==> config.mk <==
export PLATFORM = sky130hd
export DESIGN_NAME = iscu_top
export DESIGN_NICKNAME = d
export VERILOG_FILES = /design/src/include/iscu_pkg.sv /design/src/verilog/iscu_capture.sv /design/src/verilog/iscu_sync.sv /design/src/verilog/iscu_top.sv
export SDC_FILE = /design/constraint.sdc
export NUM_CORES = 1
export LEC_CHECK = 0
export ABC_AREA = 1
export BUFFER_PORTS_ARGS = -buffer_cell sky130_fd_sc_hd__buf_4
export CORE_ASPECT_RATIO = 1.2
export CORE_MARGIN = 8
export CORE_UTILIZATION = 40
export DETAILED_ROUTE_END_ITERATION = 12
export SYNTH_ARGS = -nofsm -noshare
export SYNTH_HDL_FRONTEND = slang
export SYNTH_SLANG_ARGS = --single-unit
export TNS_END_PERCENT = 100
==> constraint.sdc <==
create_clock -name sys_clk -period 6.13 [get_ports sys_clk]
set_input_delay 0.3065 -clock sys_clk [delete_from_list [all_inputs] [get_ports sys_clk]]
set_output_delay 0.3065 -clock sys_clk [all_outputs]
set_load 0.02 [all_outputs]
==> src/include/iscu_pkg.sv <==
// Overview of operation
// - Live status word readable without side effects.
// - Falling capture latches one-to-zero transitions.
// - Rising capture latches zero-to-one transitions.
// - Captures clear at reset, read, clear-status.
// - Two masks, one per capture, bitwise.
// - Enabled captured change sets summary bit.
// - All masks zero keeps summary zero.
// - Both masks load zero at power-up.
// - Shared sixteen-bit layout, unused bits zero.
// - Bit 12: output or thermocouple settled.
// - Bit 11: under remote control.
// - Bit 9: target port buffer full.
// - Bit 8: target port data available.
// - Bit 7: programmed voltage above 33 V.
// - Bit 6 zero live, set in captures.
package iscu_pkg;

	localparam int unsigned ISCU_WIDTH = 16;

	localparam int unsigned BIT_OUTPUT_ACTIVE     = 0;
	localparam int unsigned BIT_AUX_AMP_VOLTAGE   = 2;
	localparam int unsigned BIT_AUX_AMP_CURRENT   = 3;
	localparam int unsigned BIT_TEMP_CALIBRATION  = 5;
	localparam int unsigned BIT_MAGNITUDE_CHANGE  = 6;
	localparam int unsigned BIT_HIGH_VOLTAGE      = 7;
	localparam int unsigned BIT_TARGET_DATA_READY = 8;
	localparam int unsigned BIT_TARGET_BUF_FULL   = 9;
	localparam int unsigned BIT_REMOTE_CONTROL    = 11;
	localparam int unsigned BIT_OUTPUT_SETTLED    = 12;
	localparam int unsigned BIT_REPORT_PRINTING   = 13;

	localparam logic [15:0] ISCU_USED_MASK     = 16'h3BED;
	localparam logic [15:0] ISCU_LIVE_MASK     = 16'h3BAD;
	localparam logic [15:0] ISCU_CAPTURE_RESET = 16'h0000;
	localparam logic [15:0] ISCU_MASK_RESET    = 16'h0000;

	localparam int unsigned ISCU_VOLT_W        = 20;
	localparam logic [19:0] ISCU_HIGH_VOLT_MV  = 20'h080E8;
	localparam logic [2:0]  ISCU_ARM_CYCLES    = 3'h6;

	typedef enum logic [2:0] {
		CMD_READ_LIVE      = 3'b000,
		CMD_READ_FALL_CAP  = 3'b001,
		CMD_READ_RISE_CAP  = 3'b010,
		CMD_READ_FALL_MASK = 3'b011,
		CMD_READ_RISE_MASK = 3'b100,
		CMD_WRITE_FALL_MSK = 3'b101,
		CMD_WRITE_RISE_MSK = 3'b110,
		CMD_CLEAR_STATUS   = 3'b111
	} iscu_cmd_t;

endpackage

==> src/verilog/iscu_capture.sv <==
`timescale 1ns/10ps
module iscu_capture #(
	parameter int unsigned         WIDTH     = 16,
	parameter logic [WIDTH-1:0]    RESET_VAL = '0
) (
	input  wire logic             clk,
	input  wire logic             rst_n,
	input  wire logic [WIDTH-1:0] set_bits,
	input  wire logic             clear,
	output logic      [WIDTH-1:0] value
);
	logic [WIDTH-1:0] cap_q;

	// A transition seen in the clearing cycle survives the clear.
	always_ff @(posedge clk or negedge rst_n) begin
		if (!rst_n) begin
			cap_q <= RESET_VAL;
		end else begin
			cap_q <= (cap_q & ~{WIDTH{clear}}) | set_bits;
		end
	end

	assign value = cap_q;
endmodule // iscu_capture

==> src/verilog/iscu_sync.sv <==
`timescale 1ns/10ps
module iscu_sync #(
	parameter int unsigned WIDTH = 1
) (
	input  wire logic             clk,
	input  wire logic             rst_n,
	input  wire logic [WIDTH-1:0] async_in,
	output logic      [WIDTH-1:0] sync_out
);
	logic [WIDTH-1:0] meta_q;
	logic [WIDTH-1:0] stable_q;

	// Each bit has its own pair; only the second stage is ever read.
	for (genvar i = 0; i < WIDTH; i++) begin : g_bit
		always_ff @(posedge clk or negedge rst_n) begin
			if (!rst_n) begin
				meta_q[i]   <= 1'b0;
				stable_q[i] <= 1'b0;
			end else begin
				meta_q[i]   <= async_in[i];
				stable_q[i] <= meta_q[i];
			end
		end
	end

	assign sync_out = stable_q;
endmodule // iscu_sync

==> src/verilog/iscu_top.sv <==
`timescale 1ns/10ps
module iscu_top
	import iscu_pkg::*;
#(
	parameter int unsigned            VOLT_W       = iscu_pkg::ISCU_VOLT_W,
	parameter logic [VOLT_W-1:0]      HIGH_VOLT_MV = iscu_pkg::ISCU_HIGH_VOLT_MV
) (
	input  wire logic                        sys_clk,
	input  wire logic                        reset_n,
	input  wire logic                        report_printing,
	input  wire logic                        output_settled,
	input  wire logic                        tc_settled,
	input  wire logic                        remote_control,
	input  wire logic                        target_port_buffer_full,
	input  wire logic                        target_port_data_ready,
	input  wire logic [VOLT_W-1:0]           programmed_millivolts,
	input  wire logic                        temporary_calibration_in_use,
	input  wire logic                        aux_amp_current,
	input  wire logic                        aux_amp_voltage,
	input  wire logic                        output_active,
	input  wire logic                        magnitude_side_change,
	input  wire logic                        cmd_valid,
	input  wire iscu_pkg::iscu_cmd_t         cmd_code,
	input  wire logic [iscu_pkg::ISCU_WIDTH-1:0] cmd_wdata,
	output logic                             rsp_valid,
	output logic      [iscu_pkg::ISCU_WIDTH-1:0] rsp_data,
	output logic                             status_change_summary
);
	import iscu_pkg::*;

	localparam int unsigned PIN_W = 10;

	logic                  rst_meta_q;
	logic                  rst_n_q;
	logic [PIN_W-1:0]      pins_raw;
	logic [PIN_W-1:0]      pins_s;
	logic [VOLT_W-1:0]     volt_s;
	logic [VOLT_W-1:0]     volt_prev_q;
	logic [VOLT_W-1:0]     volt_ok_q;
	logic [ISCU_WIDTH-1:0] live_d;
	logic [ISCU_WIDTH-1:0] live_q;
	logic [ISCU_WIDTH-1:0] prev_q;
	logic [2:0]            arm_cnt_q;
	logic                  armed;
	logic [ISCU_WIDTH-1:0] magnitude_bit;
	logic [ISCU_WIDTH-1:0] fall_set;
	logic [ISCU_WIDTH-1:0] rise_set;
	logic [ISCU_WIDTH-1:0] fall_cap;
	logic [ISCU_WIDTH-1:0] rise_cap;
	logic [ISCU_WIDTH-1:0] fall_mask_q;
	logic [ISCU_WIDTH-1:0] rise_mask_q;
	logic                  do_read;
	logic                  clear_status;
	logic                  clear_fall;
	logic                  clear_rise;
	logic [ISCU_WIDTH-1:0] read_mux;
	logic                  any_enabled;
	logic                  rsp_valid_q;
	logic [ISCU_WIDTH-1:0] rsp_data_q;
	logic                  summary_q;

	// Reset is taken asynchronously and released through two flops.
	always_ff @(posedge sys_clk or negedge reset_n) begin
		if (!reset_n) begin
			rst_meta_q <= 1'b0;
			rst_n_q    <= 1'b0;
		end else begin
			rst_meta_q <= 1'b1;
			rst_n_q    <= rst_meta_q;
		end
	end

	assign pins_raw = {report_printing, output_settled, tc_settled, remote_control,
		target_port_buffer_full, target_port_data_ready, temporary_calibration_in_use,
		aux_amp_current, aux_amp_voltage, output_active};

	iscu_sync #(
		.WIDTH    (PIN_W)
	) u_pin_sync (
		.clk      (sys_clk),
		.rst_n    (rst_n_q),
		.async_in (pins_raw),
		.sync_out (pins_s)
	);

	iscu_sync #(
		.WIDTH    (VOLT_W)
	) u_volt_sync (
		.clk      (sys_clk),
		.rst_n    (rst_n_q),
		.async_in (programmed_millivolts),
		.sync_out (volt_s)
	);

	// Bits of a changing word may resolve one cycle apart, so a word is taken
	// only once two samples agree; this costs two cycles on the voltage path.
	always_ff @(posedge sys_clk or negedge rst_n_q) begin
		if (!rst_n_q) begin
			volt_prev_q <= '0;
			volt_ok_q   <= '0;
		end else begin
			volt_prev_q <= volt_s;
			if (volt_s == volt_prev_q) begin
				volt_ok_q <= volt_s;
			end
		end
	end

	// Assemble the live word in the shared bit layout.
	always_comb begin
		live_d                        = '0;
		live_d[BIT_REPORT_PRINTING]   = pins_s[9];
		live_d[BIT_OUTPUT_SETTLED]    = pins_s[8] | pins_s[7];
		live_d[BIT_REMOTE_CONTROL]    = pins_s[6];
		live_d[BIT_TARGET_BUF_FULL]   = pins_s[5];
		live_d[BIT_TARGET_DATA_READY] = pins_s[4];
		live_d[BIT_HIGH_VOLTAGE]      = (volt_ok_q > HIGH_VOLT_MV);
		live_d[BIT_MAGNITUDE_CHANGE]  = 1'b0;
		live_d[BIT_TEMP_CALIBRATION]  = pins_s[3];
		live_d[BIT_AUX_AMP_CURRENT]   = pins_s[2];
		live_d[BIT_AUX_AMP_VOLTAGE]   = pins_s[1];
		live_d[BIT_OUTPUT_ACTIVE]     = pins_s[0];
	end

	always_ff @(posedge sys_clk or negedge rst_n_q) begin
		if (!rst_n_q) begin
			live_q <= '0;
			prev_q <= '0;
		end else begin
			live_q <= live_d & ISCU_LIVE_MASK;
			prev_q <= live_q;
		end
	end

	// Detection waits until the pipeline holds real pin values, so that
	// conditions already true at power-on are not reported as changes.
	always_ff @(posedge sys_clk or negedge rst_n_q) begin
		if (!rst_n_q) begin
			arm_cnt_q <= 3'h0;
		end else if (arm_cnt_q != ISCU_ARM_CYCLES) begin
			arm_cnt_q <= arm_cnt_q + 3'h1;
		end
	end

	assign armed = (arm_cnt_q == ISCU_ARM_CYCLES);

	always_comb begin
		magnitude_bit                       = '0;
		magnitude_bit[BIT_MAGNITUDE_CHANGE] = magnitude_side_change;
	end

	assign fall_set = ({ISCU_WIDTH{armed}} & prev_q & ~live_q) | magnitude_bit;
	assign rise_set = ({ISCU_WIDTH{armed}} & ~prev_q & live_q) | magnitude_bit;

	assign do_read      = cmd_valid && (cmd_code != CMD_WRITE_FALL_MSK)
		&& (cmd_code != CMD_WRITE_RISE_MSK) && (cmd_code != CMD_CLEAR_STATUS);
	assign clear_status = cmd_valid && (cmd_code == CMD_CLEAR_STATUS);
	assign clear_fall   = clear_status || (cmd_valid && cmd_code == CMD_READ_FALL_CAP);
	assign clear_rise   = clear_status || (cmd_valid && cmd_code == CMD_READ_RISE_CAP);

	iscu_capture #(
		.WIDTH     (ISCU_WIDTH),
		.RESET_VAL (ISCU_CAPTURE_RESET)
	) u_fall_cap (
		.clk       (sys_clk),
		.rst_n     (rst_n_q),
		.set_bits  (fall_set),
		.clear     (clear_fall),
		.value     (fall_cap)
	);

	iscu_capture #(
		.WIDTH     (ISCU_WIDTH),
		.RESET_VAL (ISCU_CAPTURE_RESET)
	) u_rise_cap (
		.clk       (sys_clk),
		.rst_n     (rst_n_q),
		.set_bits  (rise_set),
		.clear     (clear_rise),
		.value     (rise_cap)
	);

	// Masks survive clear-status; only reset or a mask write changes them.
	always_ff @(posedge sys_clk or negedge rst_n_q) begin
		if (!rst_n_q) begin
			fall_mask_q <= ISCU_MASK_RESET;
		end else if (cmd_valid && cmd_code == CMD_WRITE_FALL_MSK) begin
			fall_mask_q <= cmd_wdata & ISCU_USED_MASK;
		end
	end

	always_ff @(posedge sys_clk or negedge rst_n_q) begin
		if (!rst_n_q) begin
			rise_mask_q <= ISCU_MASK_RESET;
		end else if (cmd_valid && cmd_code == CMD_WRITE_RISE_MSK) begin
			rise_mask_q <= cmd_wdata & ISCU_USED_MASK;
		end
	end

	always_comb begin
		case (cmd_code)
			CMD_READ_LIVE:      read_mux = live_q;
			CMD_READ_FALL_CAP:  read_mux = fall_cap;
			CMD_READ_RISE_CAP:  read_mux = rise_cap;
			CMD_READ_FALL_MASK: read_mux = fall_mask_q;
			CMD_READ_RISE_MASK: read_mux = rise_mask_q;
			default:            read_mux = '0;
		endcase
	end

	// Each query answers one cycle later with the value before any clear.
	always_ff @(posedge sys_clk or negedge rst_n_q) begin
		if (!rst_n_q) begin
			rsp_valid_q <= 1'b0;
			rsp_data_q  <= '0;
		end else begin
			rsp_valid_q <= do_read;
			if (do_read) begin
				rsp_data_q <= read_mux & ISCU_USED_MASK;
			end
		end
	end

	assign any_enabled = |((fall_cap & fall_mask_q) | (rise_cap & rise_mask_q));

	always_ff @(posedge sys_clk or negedge rst_n_q) begin
		if (!rst_n_q) begin
			summary_q <= 1'b0;
		end else begin
			summary_q <= any_enabled;
		end
	end

	assign rsp_valid             = rsp_valid_q;
	assign rsp_data              = rsp_data_q;
	assign status_change_summary = summary_q;
endmodule // iscu_top
==> summary.md <==
| Metric | Value |
|---|---|
| Count of unique library cells instantiated by Yosys | `27` |
| Area of the die | `21400 µm²` |
| Post-CTS Setup Inserts | `0` |
| Count of nets left with antenna violations after detail routing | `0` |
| Post-synth EDFFs | `0` |
| Type of the tightest min-delay check | `in -> reg` |
| Cells on Worst Hold Path | `3` |
| Share of Yosys cell area claimed by the top area cell type | `0.671` |
| Placed Area | `7410 µm²` |
| Max-Cap Viols | `0` |
| Worst Min Path Start | `magnitude_side_change` |
| Layout Area Growth over Synthesis | `23.1%` |
| Non-Filler Cell Area, Final | `8350 µm²` |
| Leading post-synthesis cells by cell area | `sky130_fd_sc_hd__dfrtp_1 (67%), sky130_fd_sc_hd__nand2_1 (7.3%), sky130_fd_sc_hd__inv_1 (6.0%)` |
| Smallest hold slack | `0.105 ns` |
| Util after Layout | `0.499` |
| Width of the die | `135 µm` |
| Detailed-placement wirelength estimate | `9.31 mm` |
| Final Hold Violating Endpoints | `0` |
| Deepest clock path buffer count | `2` |
| Startpoint type of the worst setup path | `flip-flop` |
| Final antenna diode count | `0` |
| Ys Warns | `0` |
| Htree depth | `4` |
| Leading area contributor after synthesis | `sky130_fd_sc_hd__dfrtp_1` |
| Worst Path Buf+Inv | `2` |
| DRT iter0 DRCs | `304` |
| Input/output buffers | `60` |
| Static Leakage | `4.16 nW` |
| Hold-critical path endpoint | `u_rise_cap.value[6]` |
| Post-route clock skew | `0.00722 ns` |
| Dominant delay contributor by cell family on the critical path | `simple AND/OR/NAND/NOR gates` |
| Average footprint of a synthesized cell | `10.4 µm²` |
| Required time of the critical path | `6.49 ns` |
| Critical path capture point type | `flip-flop` |
| Worst rel slew slack | `0.226` |
| Vertical die dimension | `159 µm` |
| IO Pins | `71` |
| Most prevalent standard cell on the critical path | `sky130_fd_sc_hd__nand2_1` |
| Wire length reported by the detailed router | `13.6 mm` |
| R2R Path End | `volt_ok_q[4]` |
| Peak supply drop | `0.199 mV` |
| Rows | `52` |
| Largest net degree at the start of global routing | `86` |
| Total core area | `16700 µm²` |
| Cells after Synth | `655` |
| Number of pins exceeding their max-slew limit in the final report | `0` |
| RSZ-0062 raised after global routing | `false` |
| Category of the most critical setup path | `reg -> reg` |
| Launching point of the worst reg2reg path | `u_volt_sync.sync_out[5]` |
| Master of the slowest instance on the critical path | `sky130_fd_sc_hd__inv_1` |
| Async set-reset flop share out of synthesis | `1.00` |
| Sequential fraction of the synthesis area | `0.671` |
| Power per standard cell area | `329 nW/µm²` |
| Cell Chain, Critical Path | `inv_1 > nand2_1 > nand2_1 > nand2_1 > nor2_1 > nand2_1 > inv_1 > nand3_1 > nand2_1` |
| Gp weighted congestion | `0.858` |
| Overall overflow remaining after global route | `0` |
| Max Clk Rate | `476 MHz` |
| Net total in the final layout | `801` |
| Top cells by count, synth | `sky130_fd_sc_hd__dfrtp_1 (182), sky130_fd_sc_hd__nand2_1 (132), sky130_fd_sc_hd__inv_1 (108)` |
| Number of storage elements in the synthesis netlist | `182` |
| Worst Path Max Fanout | `21` |
| Worst reg2reg setup slack | `4.03 ns` |
| Slew at the pin closest to its max-slew limit | `1.15 ns` |
| Initial antenna violation count | `0` |
| Global-route usage over all layers | `0.136` |
| Outcome | `finished clean` |
| CTS tree | `done` |
| DRC | `0` |
| Post-synth top flop | `sky130_fd_sc_hd__dfrtp_1` |
| Initial core utilization | `0.406` |
| DRT Pass-1 Iters | `4` |
| Worst-Skew Late Latency | `0.43 ns` |
| Share of cells above drive strength 1 | `0.141` |
| Vias per cell | `4.71` |
| Average wire length per cell after detail routing | `14.0 µm` |
| Delay contributed by the slowest stage of the critical path | `0.62 ns` |
| Number of CTS-inserted buffers | `17` |
| FILL cells | `1507` |
| Most used standard cell by instance count after synthesis | `sky130_fd_sc_hd__dfrtp_1` |
| Total Negative Setup Slacks | `0 ns` |
| Number of global-route vias before repair | `4737` |
| CTS root buf | `sky130_fd_sc_hd__clkbuf_16` |
| Via total after detailed routing | `4595` |
| Data arrival time of the critical path | `2.46 ns` |
| Fin cells | `975` |
| Number of cells in the design after placement | `912` |
| Clock-pin slew of the registers on the worst-case setup and hold paths | `0.07 ns` |
| Clock sinks | `182` |
| Path depth of the worst reg2reg path | `9` |
| Final worst path period share | `0.342` |
| Wire length of the first global-routing pass | `22.7 mm` |
| Setup Viol. Count Final | `0` |
| Area of the mapped netlist | `6780 µm²` |
| Final Critical Period | `2.10 ns` |
## metrics by stage
step           power (mW)  worst slack, ns
6_report             2.75             4.03
5_1_grt              2.87             3.65
4_1_cts              2.78             4.01
3_5_place_dp         1.62             3.94
3_3_place_gp         1.61             3.99
2_1_floorplan        1.51            0.683
## sequential cells by signal (all words and copies together), names as in the netlist
signal	count
u_pin_sync.meta_q	10
u_rise_cap.value	11
status_change_summary	1
u_fall_cap.value	11
volt_ok_q	20
arm_cnt_q	3
rst_meta_q	1
u_pin_sync.sync_out	10
prev_q	10
u_volt_sync.meta_q	20
rise_mask_q	11
fall_mask_q	11
rsp_data	11
u_volt_sync.sync_out	20
rst_n_q	1
live_q	10
volt_prev_q	20
rsp_valid	1
## worst max path at each step
stage                                     end  cells after the start  slack (ns)                      from
after floorplan                  arm_cnt_q[0]                      0        0.68                   rst_n_q
after global placement    u_fall_cap.value[7]                      5        3.99               cmd_code[1]
after detailed placement  u_fall_cap.value[3]                      5        3.94               cmd_code[1]
after CTS                        volt_ok_q[4]                      7        4.01  u_volt_sync.sync_out[10]
after global routing            volt_ok_q[14]                      9        3.65  u_volt_sync.sync_out[11]
final                            volt_ok_q[4]                      9        4.03   u_volt_sync.sync_out[5]
## layer usage
layer  routed length (µm)  part of all wire  track usage  up-vias
met3                  597             0.044       0.0331       36
met4                  669             0.049       0.0937        0
met2                 6760              0.50        0.225      114
met5                    0                 0            0        -
li1                     -                 -            -     2246
met1                 5620              0.41        0.152     2199
## layout make-up
type / instances / area (µm²) / share of cell area
sequential: 182 / 4560 / 0.546
clock buffer: 20 / 467 / 0.0559
clock inverter: 12 / 166 / 0.0199
timing repair buffer: 93 / 776 / 0.0929
tap: 216 / 270 / 0.0324
inverter: 113 / 424 / 0.0508
multi-input combinational: 339 / 1690 / 0.202
## cell families after synthesis
family | count (synthesis) | share of synthesized area
and+or+nand+nor | 203 | 0.123
buffers and inverters | 138 | 0.0819
AOI/OAI and AO/OA | 118 | 0.106
adders and majority gates | 2 | 0.00369
DFF | 182 | 0.671
other | 2 | 0.00111
xor gates and xnor gates | 10 | 0.0129
## layout by cell type (no fill, tap or decap)
cell type                       instances
sky130_fd_sc_hd__inv_2                  5
sky130_fd_sc_hd__buf_4                 62
sky130_fd_sc_hd__clkbuf_16             17
sky130_fd_sc_hd__o32ai_1               10
sky130_fd_sc_hd__clkinvlp_4             2
sky130_fd_sc_hd__clkinv_4               4
sky130_fd_sc_hd__o21ai_1               13
sky130_fd_sc_hd__nand4_1                3
sky130_fd_sc_hd__clkbuf_8               3
sky130_fd_sc_hd__o21ai_2                1
sky130_fd_sc_hd__o21bai_1              20
sky130_fd_sc_hd__nor2_4                 1
sky130_fd_sc_hd__o22ai_1               31
sky130_fd_sc_hd__ha_1                   2
sky130_fd_sc_hd__nor3_1                 1
sky130_fd_sc_hd__nor2_2                 2
sky130_fd_sc_hd__xnor2_1                9
sky130_fd_sc_hd__xor2_1                 1
sky130_fd_sc_hd__nand3_2                1
sky130_fd_sc_hd__dlygate4sd3_1         31
sky130_fd_sc_hd__o21ai_0               17
sky130_fd_sc_hd__nand2_1              132
sky130_fd_sc_hd__nand2_2                1
sky130_fd_sc_hd__dfrtp_4                1
sky130_fd_sc_hd__bufinv_16              3
sky130_fd_sc_hd__inv_6                  3
sky130_fd_sc_hd__or2_2                  1
sky130_fd_sc_hd__nand3_1               31
sky130_fd_sc_hd__nor2_1                30
sky130_fd_sc_hd__conb_1                 6
sky130_fd_sc_hd__dfrtp_1              181
sky130_fd_sc_hd__inv_1                108
sky130_fd_sc_hd__a21oi_1               26
## power breakdown
part	internal, mW	switching [mW]
combinational	0.107	0.149
sequential	1.29	0.0592
clock	0.680	0.461
## tightest hold or removal path: cells and delay by family
kind / cells / cell delay, ns
buf+inv: 2 / 0.13
compound gates: 1 / 0.06
## repair_timing
item,in CTS,in global routing
hold buffers,31,0
hold endpoints to repair,32,0
setup endpoints to repair,0,0
resized for setup,0,0
No activity file was read; power rests on OpenSTA's default activity.
